$ cat src/cdg_map.svh
// Behaviour
// - dead-band tick from system or 16 MHz clock
// - two-bit field picks one of four inputs
// - enabling starts with both drives cleared
// - output enable gates each pin individually
// - module disabled releases both pins entirely
// - polarity bit set means active high
// - polarity never touches override levels
// - two independent 6-bit dead-band counters
// - count dead-band ticks from zero to value
// - rise kills B, delays A by rising count
// - fall kills A, delays B by falling count
// - zero dead band turns output on at once
// - short input pulse never turns output on
// - edge timing uncertain by one tick at most
// - writing shutdown bit forces override levels
// - without auto-restart shutdown holds while bit set
// - auto-restart clears bit, resumes at next rise
// - selected external shutdown input forces overrides
// - shutdown levels hold shutdown state while active
// - overrides drive A and B from own bits
// - keeps fast oscillator requested while running on the 16 MHz tick
// - software clear refused while shutdown input active
// - overrides hold until first rise after clear
// - auto-restart clears bit when sources low
`ifndef CDG_MAP_SVH
`define CDG_MAP_SVH

// register byte addresses
`define CDG_ADDR_CTRL0 12'h000
`define CDG_ADDR_CTRL1 12'h004
`define CDG_ADDR_SHUT 12'h008
`define CDG_ADDR_DBR 12'h00C
`define CDG_ADDR_DBF 12'h010
`define CDG_ADDR_STATUS 12'h014

// control_reg_0 fields
`define CDG_EN_BIT 7
`define CDG_OEB_BIT 6
`define CDG_OEA_BIT 5
`define CDG_POLB_BIT 4
`define CDG_POLA_BIT 3
`define CDG_CS_BIT 0

// control_reg_1 fields
`define CDG_LVLB_BIT 6
`define CDG_LVLA_BIT 5
`define CDG_IS_MSB 1
`define CDG_IS_LSB 0

// shutdown_control_reg fields
`define CDG_ASE_BIT 7
`define CDG_ARSEN_BIT 6
`define CDG_SDS_MSB 1
`define CDG_SDS_LSB 0

// reset values
`define CDG_CTRL_RST 8'h00
`define CDG_DB_RST 6'h00

// clock rates, fast oscillator made by fractional accumulation
`define CDG_SYS_CLK_MHZ 50
`define CDG_FAST_OSC_MHZ 16
`define CDG_ACC_W 7

`endif

$ cat src/cdg_pkg.sv
package cdg_pkg;
    typedef enum logic [1:0] {
        CDG_SRC_CMP1,
        CDG_SRC_CMP2,
        CDG_SRC_PWM1,
        CDG_SRC_PWM2
    } cdg_source_t;

    typedef enum logic [1:0] {
        CDG_SDS_FAULT,
        CDG_SDS_CMP1_FAULT,
        CDG_SDS_CMP2_FAULT,
        CDG_SDS_CMP1_CMP2
    } cdg_shut_sel_t;
endpackage

$ cat src/cdg_deadband.sv
module cdg_deadband import cdg_pkg::*; #(
    parameter int WIDTH = 6
) (
    // clock and reset
    input wire logic clk,
    input wire logic resetn,
    // control
    input wire logic clear,
    input wire logic tick,
    input wire logic start,
    input wire logic active,
    input wire logic [WIDTH-1:0] limit,
    // result
    output logic done
);
    logic [WIDTH-1:0] count_reg;

    always_ff @(posedge clk or negedge resetn) begin
        if (!resetn) begin
            count_reg <= '0;
            done <= 1'b0;
        end else if (clear) begin
            count_reg <= '0;
            done <= 1'b0;
        end else if (start) begin
            count_reg <= '0;
            done <= (limit == '0);
        end else if (!active) begin
            count_reg <= '0;
            done <= 1'b0;
        end else if (tick && !done) begin
            count_reg <= count_reg + 1'b1;
            if (count_reg + 1'b1 == limit) begin
                done <= 1'b1;
            end
        end
    end
endmodule

$ cat src/cdg_top.sv
`include "cdg_map.svh"

module cdg_top import cdg_pkg::*; #(
    parameter int DB_WIDTH = 6
) (
    // clock and reset
    input wire logic clk,
    input wire logic resetn,
    // apb slave
    input wire logic psel,
    input wire logic penable,
    input wire logic pwrite,
    input wire logic [11:0] paddr,
    input wire logic [31:0] pwdata,
    output logic [31:0] prdata,
    output logic pready,
    output logic pslverr,
    // waveform and shutdown sources
    input wire logic comparator1_out,
    input wire logic comparator2_out,
    input wire logic pwm1_out_a,
    input wire logic pwm2_out_b,
    input wire logic fault_pin_input,
    // output pins
    output logic output_a,
    output logic output_a_oe,
    output logic output_b,
    output logic output_b_oe,
    // clock request during sleep
    output logic fast_osc_request
);
    // ------------------------------------------------------------
    // register storage
    // ------------------------------------------------------------
    logic module_enable;
    logic output_a_enable;
    logic output_b_enable;
    logic output_a_polarity;
    logic output_b_polarity;
    logic deadband_clock_sel_bit;
    logic [1:0] input_source_select;
    logic override_level_a;
    logic override_level_b;
    logic shutdown_state;
    logic auto_restart_enable;
    logic [1:0] shutdown_source_sel;
    logic [DB_WIDTH-1:0] rising_deadband_count;
    logic [DB_WIDTH-1:0] falling_deadband_count;

    logic wr_en;
    logic rd_setup;
    logic addr_ok;
    logic sw_ase_set;
    logic sw_ase_clear;

    function automatic logic addr_valid_f(input logic [11:0] a);
        return a == `CDG_ADDR_CTRL0 || a == `CDG_ADDR_CTRL1 || a == `CDG_ADDR_SHUT ||
               a == `CDG_ADDR_DBR || a == `CDG_ADDR_DBF || a == `CDG_ADDR_STATUS;
    endfunction

    assign wr_en = psel && penable && pwrite;
    assign rd_setup = psel && !penable && !pwrite;
    assign addr_ok = addr_valid_f(paddr);
    assign pready = 1'b1;
    assign pslverr = psel && penable && !addr_ok;
    assign sw_ase_set = wr_en && paddr == `CDG_ADDR_SHUT && pwdata[`CDG_ASE_BIT];
    assign sw_ase_clear = wr_en && paddr == `CDG_ADDR_SHUT && !pwdata[`CDG_ASE_BIT];

    always_ff @(posedge clk or negedge resetn) begin
        if (!resetn) begin
            module_enable <= 1'b0;
            output_a_enable <= 1'b0;
            output_b_enable <= 1'b0;
            output_a_polarity <= 1'b0;
            output_b_polarity <= 1'b0;
            deadband_clock_sel_bit <= 1'b0;
        end else if (wr_en && paddr == `CDG_ADDR_CTRL0) begin
            module_enable <= pwdata[`CDG_EN_BIT];
            output_b_enable <= pwdata[`CDG_OEB_BIT];
            output_a_enable <= pwdata[`CDG_OEA_BIT];
            output_b_polarity <= pwdata[`CDG_POLB_BIT];
            output_a_polarity <= pwdata[`CDG_POLA_BIT];
            deadband_clock_sel_bit <= pwdata[`CDG_CS_BIT];
        end
    end

    always_ff @(posedge clk or negedge resetn) begin
        if (!resetn) begin
            input_source_select <= 2'h0;
            override_level_a <= 1'b0;
            override_level_b <= 1'b0;
        end else if (wr_en && paddr == `CDG_ADDR_CTRL1) begin
            input_source_select <= pwdata[`CDG_IS_MSB:`CDG_IS_LSB];
            override_level_b <= pwdata[`CDG_LVLB_BIT];
            override_level_a <= pwdata[`CDG_LVLA_BIT];
        end
    end

    always_ff @(posedge clk or negedge resetn) begin
        if (!resetn) begin
            auto_restart_enable <= 1'b0;
            shutdown_source_sel <= 2'h0;
        end else if (wr_en && paddr == `CDG_ADDR_SHUT) begin
            auto_restart_enable <= pwdata[`CDG_ARSEN_BIT];
            shutdown_source_sel <= pwdata[`CDG_SDS_MSB:`CDG_SDS_LSB];
        end
    end

    always_ff @(posedge clk or negedge resetn) begin
        if (!resetn) begin
            rising_deadband_count <= `CDG_DB_RST;
            falling_deadband_count <= `CDG_DB_RST;
        end else if (wr_en && paddr == `CDG_ADDR_DBR) begin
            rising_deadband_count <= pwdata[DB_WIDTH-1:0];
        end else if (wr_en && paddr == `CDG_ADDR_DBF) begin
            falling_deadband_count <= pwdata[DB_WIDTH-1:0];
        end
    end

    // ------------------------------------------------------------
    // dead-band clock enable
    // ------------------------------------------------------------
    logic [`CDG_ACC_W-1:0] acc_reg;
    logic [`CDG_ACC_W-1:0] acc_sum;
    logic fast_tick;
    logic db_tick;

    assign acc_sum = acc_reg + `CDG_ACC_W'(`CDG_FAST_OSC_MHZ);
    assign fast_tick = acc_sum >= `CDG_ACC_W'(`CDG_SYS_CLK_MHZ);
    assign db_tick = deadband_clock_sel_bit ? fast_tick : 1'b1;

    always_ff @(posedge clk or negedge resetn) begin
        if (!resetn) begin
            acc_reg <= '0;
        end else if (fast_tick) begin
            acc_reg <= acc_sum - `CDG_ACC_W'(`CDG_SYS_CLK_MHZ);
        end else begin
            acc_reg <= acc_sum;
        end
    end

    assign fast_osc_request = module_enable && deadband_clock_sel_bit;

    // ------------------------------------------------------------
    // source selection and edge detection
    // ------------------------------------------------------------
    logic src_level;
    logic in_reg;
    logic rise_edge;
    logic fall_edge;

    always_comb begin
        unique case (cdg_source_t'(input_source_select))
            CDG_SRC_CMP1: src_level = comparator1_out;
            CDG_SRC_CMP2: src_level = comparator2_out;
            CDG_SRC_PWM1: src_level = pwm1_out_a;
            CDG_SRC_PWM2: src_level = pwm2_out_b;
        endcase
    end

    // input sampled only on dead-band ticks, so delay jitters by one tick
    assign rise_edge = module_enable && db_tick && src_level && !in_reg;
    assign fall_edge = module_enable && db_tick && !src_level && in_reg;

    always_ff @(posedge clk or negedge resetn) begin
        if (!resetn) begin
            in_reg <= 1'b0;
        end else if (!module_enable) begin
            in_reg <= 1'b0;
        end else if (db_tick) begin
            in_reg <= src_level;
        end
    end

    // ------------------------------------------------------------
    // dead-band counters
    // ------------------------------------------------------------
    logic rise_done;
    logic fall_done;
    logic wave_a;
    logic wave_b;

    cdg_deadband #(.WIDTH(DB_WIDTH)) u_rise_db (
        .clk(clk),
        .resetn(resetn),
        .clear(!module_enable),
        .tick(db_tick),
        .start(rise_edge),
        .active(in_reg),
        .limit(rising_deadband_count),
        .done(rise_done)
    );

    cdg_deadband #(.WIDTH(DB_WIDTH)) u_fall_db (
        .clk(clk),
        .resetn(resetn),
        .clear(!module_enable),
        .tick(db_tick),
        .start(fall_edge),
        .active(!in_reg),
        .limit(falling_deadband_count),
        .done(fall_done)
    );

    assign wave_a = in_reg && rise_done;
    assign wave_b = !in_reg && fall_done;

    // ------------------------------------------------------------
    // auto-shutdown
    // ------------------------------------------------------------
    logic shut_level;
    logic override_reg;

    function automatic logic shut_sel_f(input logic [1:0] sel, input logic c1, input logic c2,
                                        input logic flt);
        logic r;
        r = 1'b0;
        unique case (cdg_shut_sel_t'(sel))
            CDG_SDS_FAULT: r = flt;
            CDG_SDS_CMP1_FAULT: r = c1 || flt;
            CDG_SDS_CMP2_FAULT: r = c2 || flt;
            CDG_SDS_CMP1_CMP2: r = c1 || c2;
        endcase
        return r;
    endfunction

    assign shut_level = shut_sel_f(shutdown_source_sel, comparator1_out, comparator2_out,
                                   fault_pin_input);

    // setting by level or write wins over any clear
    always_ff @(posedge clk or negedge resetn) begin
        if (!resetn) begin
            shutdown_state <= 1'b0;
        end else if (shut_level) begin
            shutdown_state <= 1'b1;
        end else if (sw_ase_set) begin
            shutdown_state <= 1'b1;
        end else if (auto_restart_enable) begin
            shutdown_state <= 1'b0;
        end else if (sw_ase_clear) begin
            shutdown_state <= 1'b0;
        end
    end

    always_ff @(posedge clk or negedge resetn) begin
        if (!resetn) begin
            override_reg <= 1'b0;
        end else if (shutdown_state || shut_level) begin
            override_reg <= 1'b1;
        end else if (rise_edge) begin
            override_reg <= 1'b0;
        end
    end

    // ------------------------------------------------------------
    // output pins
    // ------------------------------------------------------------
    always_ff @(posedge clk or negedge resetn) begin
        if (!resetn) begin
            output_a <= 1'b0;
            output_b <= 1'b0;
            output_a_oe <= 1'b0;
            output_b_oe <= 1'b0;
        end else begin
            output_a_oe <= module_enable && output_a_enable;
            output_b_oe <= module_enable && output_b_enable;
            if (!module_enable) begin
                output_a <= 1'b0;
                output_b <= 1'b0;
            end else if (override_reg || shut_level) begin
                output_a <= override_level_a;
                output_b <= override_level_b;
            end else begin
                output_a <= output_a_polarity ? wave_a : !wave_a;
                output_b <= output_b_polarity ? wave_b : !wave_b;
            end
        end
    end

    // ------------------------------------------------------------
    // read data
    // ------------------------------------------------------------
    always_ff @(posedge clk or negedge resetn) begin
        if (!resetn) begin
            prdata <= 32'h0000_0000;
        end else if (rd_setup) begin
            prdata <= 32'h0000_0000;
            unique case (paddr)
                `CDG_ADDR_CTRL0: begin
                    prdata[`CDG_EN_BIT] <= module_enable;
                    prdata[`CDG_OEB_BIT] <= output_b_enable;
                    prdata[`CDG_OEA_BIT] <= output_a_enable;
                    prdata[`CDG_POLB_BIT] <= output_b_polarity;
                    prdata[`CDG_POLA_BIT] <= output_a_polarity;
                    prdata[`CDG_CS_BIT] <= deadband_clock_sel_bit;
                end
                `CDG_ADDR_CTRL1: begin
                    prdata[`CDG_LVLB_BIT] <= override_level_b;
                    prdata[`CDG_LVLA_BIT] <= override_level_a;
                    prdata[`CDG_IS_MSB:`CDG_IS_LSB] <= input_source_select;
                end
                `CDG_ADDR_SHUT: begin
                    prdata[`CDG_ASE_BIT] <= shutdown_state;
                    prdata[`CDG_ARSEN_BIT] <= auto_restart_enable;
                    prdata[`CDG_SDS_MSB:`CDG_SDS_LSB] <= shutdown_source_sel;
                end
                `CDG_ADDR_DBR: prdata[DB_WIDTH-1:0] <= rising_deadband_count;
                `CDG_ADDR_DBF: prdata[DB_WIDTH-1:0] <= falling_deadband_count;
                `CDG_ADDR_STATUS: prdata[5:0] <= {shut_level, override_reg, in_reg, wave_b, wave_a, db_tick};
                default: prdata <= 32'h0000_0000;
            endcase
        end
    end
endmodule

$ cat config.mk
export PLATFORM = sky130hd
export DESIGN_NAME = cdg_top
export DESIGN_NICKNAME = d
export VERILOG_FILES = /design/src/cdg_pkg.sv /design/src/cdg_deadband.sv /design/src/cdg_top.sv
export VERILOG_INCLUDE_DIRS = /design/src /design/src/src
export SDC_FILE = /design/constraint.sdc
export NUM_CORES = 1
export LEC_CHECK = 0
export BUFFER_PORTS_ARGS = -buffer_cell sky130_fd_sc_hd__buf_4
export CAP_MARGIN = 5
export CORE_MARGIN = 2
export CORE_UTILIZATION = 35
export DETAILED_ROUTE_END_ITERATION = 6
export GPL_TIMING_DRIVEN = 0
export PLACE_DENSITY = 0.54
export SLEW_MARGIN = 25
export SYNTH_ARGS = -nofsm -noshare
export SYNTH_HDL_FRONTEND = slang
export SYNTH_SLANG_ARGS = --single-unit
$ cat constraint.sdc
create_clock -name clk -period 5.4 [get_ports clk]
set_clock_uncertainty 0.2 [all_clocks]
set_input_delay 0.81 -clock clk [delete_from_list [all_inputs] [get_ports clk]]
set_output_delay 0.81 -clock clk [all_outputs]
set_load 0.005 [all_outputs]
==> metrics.md <==
| Metric | Value |
|---|---|
| # DRC | `0` |
| Critical path's slowest cell | `nor4_1` |
| Nets | `475` |
| H-tree depth | `3` |
| Initial antenna violation count | `0` |
| RSZ-0062 raised after global routing | `no` |
| DR vias | `2,717` |
| Synth top area share | `43.0%` |
| Critical Path RT | `4.39 ns` |
| Worst-Skew Late Latency | `0.33 ns` |
| Final Critical Period | `2.86 ns` |
| Max stage delay on crit path | `0.38 ns` |
| First-pass iteration count of the detailed router | `4` |
| Post-detailed-route wirelength per cell | `15.1 µm` |
| Initial Utilization | `35.9%` |
| Num rows | `36` |
| Post-CTS Resized | `0` |
| Commonest cells after routing, fill and taps aside | `66 x buf_4, 60 x dfrtp_1, 28 x mux2_2, 25 x conb_1` |
| Layout cells sized above 1 | `28.3%` |
| Dpl cells | `537` |
| Relative slew slack | `48.2%` |
| Gpl congestion | `0.844` |
| IO Pins | `93` |
| Non-Filler Instances | `553` |
| Setup Viol. Count Final | `0` |
| Pwr dens | `228 nW/µm²` |
| Hold-fix buffers, CTS | `0` |
| Crit path max fanout | `4` |
| Final HPWL DP | `6110 µm` |
| Worst IR Drop VDD | `0.117 mV` |
| Synth-to-layout area growth | `22.3%` |
| Mapped Cells | `340` |
| Top post-synthesis cells by area | `dfrtp_1 43%, mux2_2 9.0%, xnor2_1 6.0%` |
| Die Y-Extent | `104 µm` |
| Crit Path Category | `primary input to output pin` |
| Mapped Area | `3490 µm²` |
| GRT Resource Usage Total | `16.3%` |
| Worst EP arrival | `1.85 ns` |
| First-pass GRT wire length | `14,000 µm` |
| Post-Route WL | `8360 µm` |
| Crit path cell chain | `buf_4 -> nor4_1 -> nand2b_1 -> nor2_1 -> a21oi_1 -> buf_4` |
| Max reg flops | `8` |
| Post-synthesis async set-or-reset flop share | `100%` |
| Vias in the first global route | `2,709` |
| Port bufs | `41` |
| Max Clock Freq | `350 MHz` |
| Setup TNS Final | `0 ns` |
| Static Leak | `1.99 nW` |
| Routed Antenna Nets | `0` |
| Crit start category | `primary input` |
| Chip width | `104 µm` |
| Die Area | `10,800 µm²` |
| Largest delay share family, worst path | `simple AND/OR/NAND/NOR gates` |
| Largest net degree at the start of global routing | `61` |
| Post-synth EDFFs | `0` |
| Post-CTS setup buffers | `0` |
| Via/cell ratio | `4.91` |
| Most common cell after layout, fill and taps aside | `buf_4` |
| Final hold vios | `0` |
| Yosys cell types | `50` |
| Syn_area_per_cell | `10.3 µm²` |
| Total number of yosys warnings | `0` |
| TritonCTS clock tree | `yes` |
| Crit share post-route | `52.9%` |
| CTS Buffer Depth | `2` |
| Sinks on the clock net | `60` |
| Crit. End Element | `output pin` |
| Register area share after synthesis | `43.0%` |
| DR iter-0 viols | `144` |
| Least-Margin Pin Slew | `0.777 ns` |
| CTS root buffer | `clkbuf_8` |
| Run status | `finished clean` |
| Max-Cap Viols | `0` |
| Leading area contributor after synthesis | `dfrtp_1` |
| CTS buffer count | `9` |
| Largest reg by FF count | `prdata` |
| Core Footprint | `9730 µm²` |
| Synth Flop Type | `dfrtp_1` |
| Max-slew violation count | `0` |
| Worst-path clk slew | `0.07 ns` |
| Buf/Inv on CP | `2` |
| Most Frequent Cell on Critical Path | `buf_4` |
| Number of synthesized register bits | `60` |
| Hold Crit Class | `flip-flop to flip-flop` |
| Total congestion overflow | `0` |
| Diode count | `0` |
-- where the power goes --
part	total, mW	switching, mW	internal (mW)
combinational	0.0701	0.0369	0.0332
clock	0.451	0.179	0.272
sequential	0.450	0.000364	0.450
total	0.971	0.216	0.755
-- worst reg2reg max path, delay by kind of cell, from the launching register on --
kind,cells,cell delay (ns)
flops,1,0.44
fa+ha+maj,1,0.26
compound gates,3,0.63
buf+inv,2,0.87
xor+xnor,1,0.25
-- per-stage QoR --
| stage | hold WS (ns) | worst slack [ns] | util (%) | power, mW | instance area [µm²] |
|---|---|---|---|---|---|
| floorplan | 0.255 | 2.69 | - | 0.494 | 3570 |
| global placement | 0.281 | 2.35 | 41.6 | 0.528 | 4050 |
| detailed placement | 0.282 | 2.34 | 41.6 | 0.529 | 4050 |
| CTS | 0.298 | 2.54 | 43.9 | 0.979 | 4270 |
| global route | 0.330 | 2.37 | 43.9 | 1.01 | 4270 |
| finish | 0.293 | 2.54 | 43.9 | 0.971 | 4270 |
-- synth_stat cells, types with 9 or more instances --
master	instances
dfrtp_1	60
mux2_2	28
buf_4	25
nor2_1	24
xnor2_1	24
o21ai_0	19
nand2_1	18
a21oi_1	11
inv_1	11
nand3_1	10
clkbuf_1	9
mux2i_1	9
-- kinds of logic (layout without fill, tap and decap cells) --
family / after synthesis / after routing / share of synthesized area, %
AOI/OAI and AO/OA: 54 / 54 / 10.0
buffers and inverters: 47 / 104 / 8.25
DFF: 60 / 60 / 43.0
adders and majority gates: 6 / 6 / 2.15
xor gates and xnor gates: 30 / 30 / 7.53
other: 2 / 25 / 0.215
muxes: 38 / 38 / 12.3
and+or+nand+nor: 103 / 103 / 16.5
-- area by class of cell --
type                    instances  area [µm²]
fillers                      1010        5460
multi-input cells             256        1790
flip-flops and latches         60        1500
repair buffers                 41         308
plain buffers                  36         246
well taps                     133         166
clock buffers                  12         145
clock inverters                 4        72.6
inverters                      11        41.3
-- metal layers --
| layer | vias to the layer above | wire length [µm] | track usage [%] |
|---|---|---|---|
| met5 | - | 0 | 0 |
| met4 | 0 | 97 | 5.50 |
| met3 | 9 | 388 | 2.52 |
| met2 | 74 | 3830 | 25.5 |
| met1 | 1326 | 4040 | 23.1 |
| li1 | 1308 | - | - |
-- path summary, 6_finish.rpt --
check / end / startpoint / slack, ns / cells past startpoint
hold / removal: prdata[5] / prdata[5] / 0.29 / 2
hold reg to reg: prdata[5] / prdata[5] / 0.29 / 2
setup / recovery: pslverr / paddr[7] / 2.54 / 6
max in group asynchronous: u_fall_db.count_reg[2] / resetn / 4.13 / 1
setup reg to reg: prdata[0] / acc_reg[4] / 2.65 / 7
min in group asynchronous: prdata[0] / resetn / 0.35 / 1
Note: power is estimated with default switching activity, not from simulation.
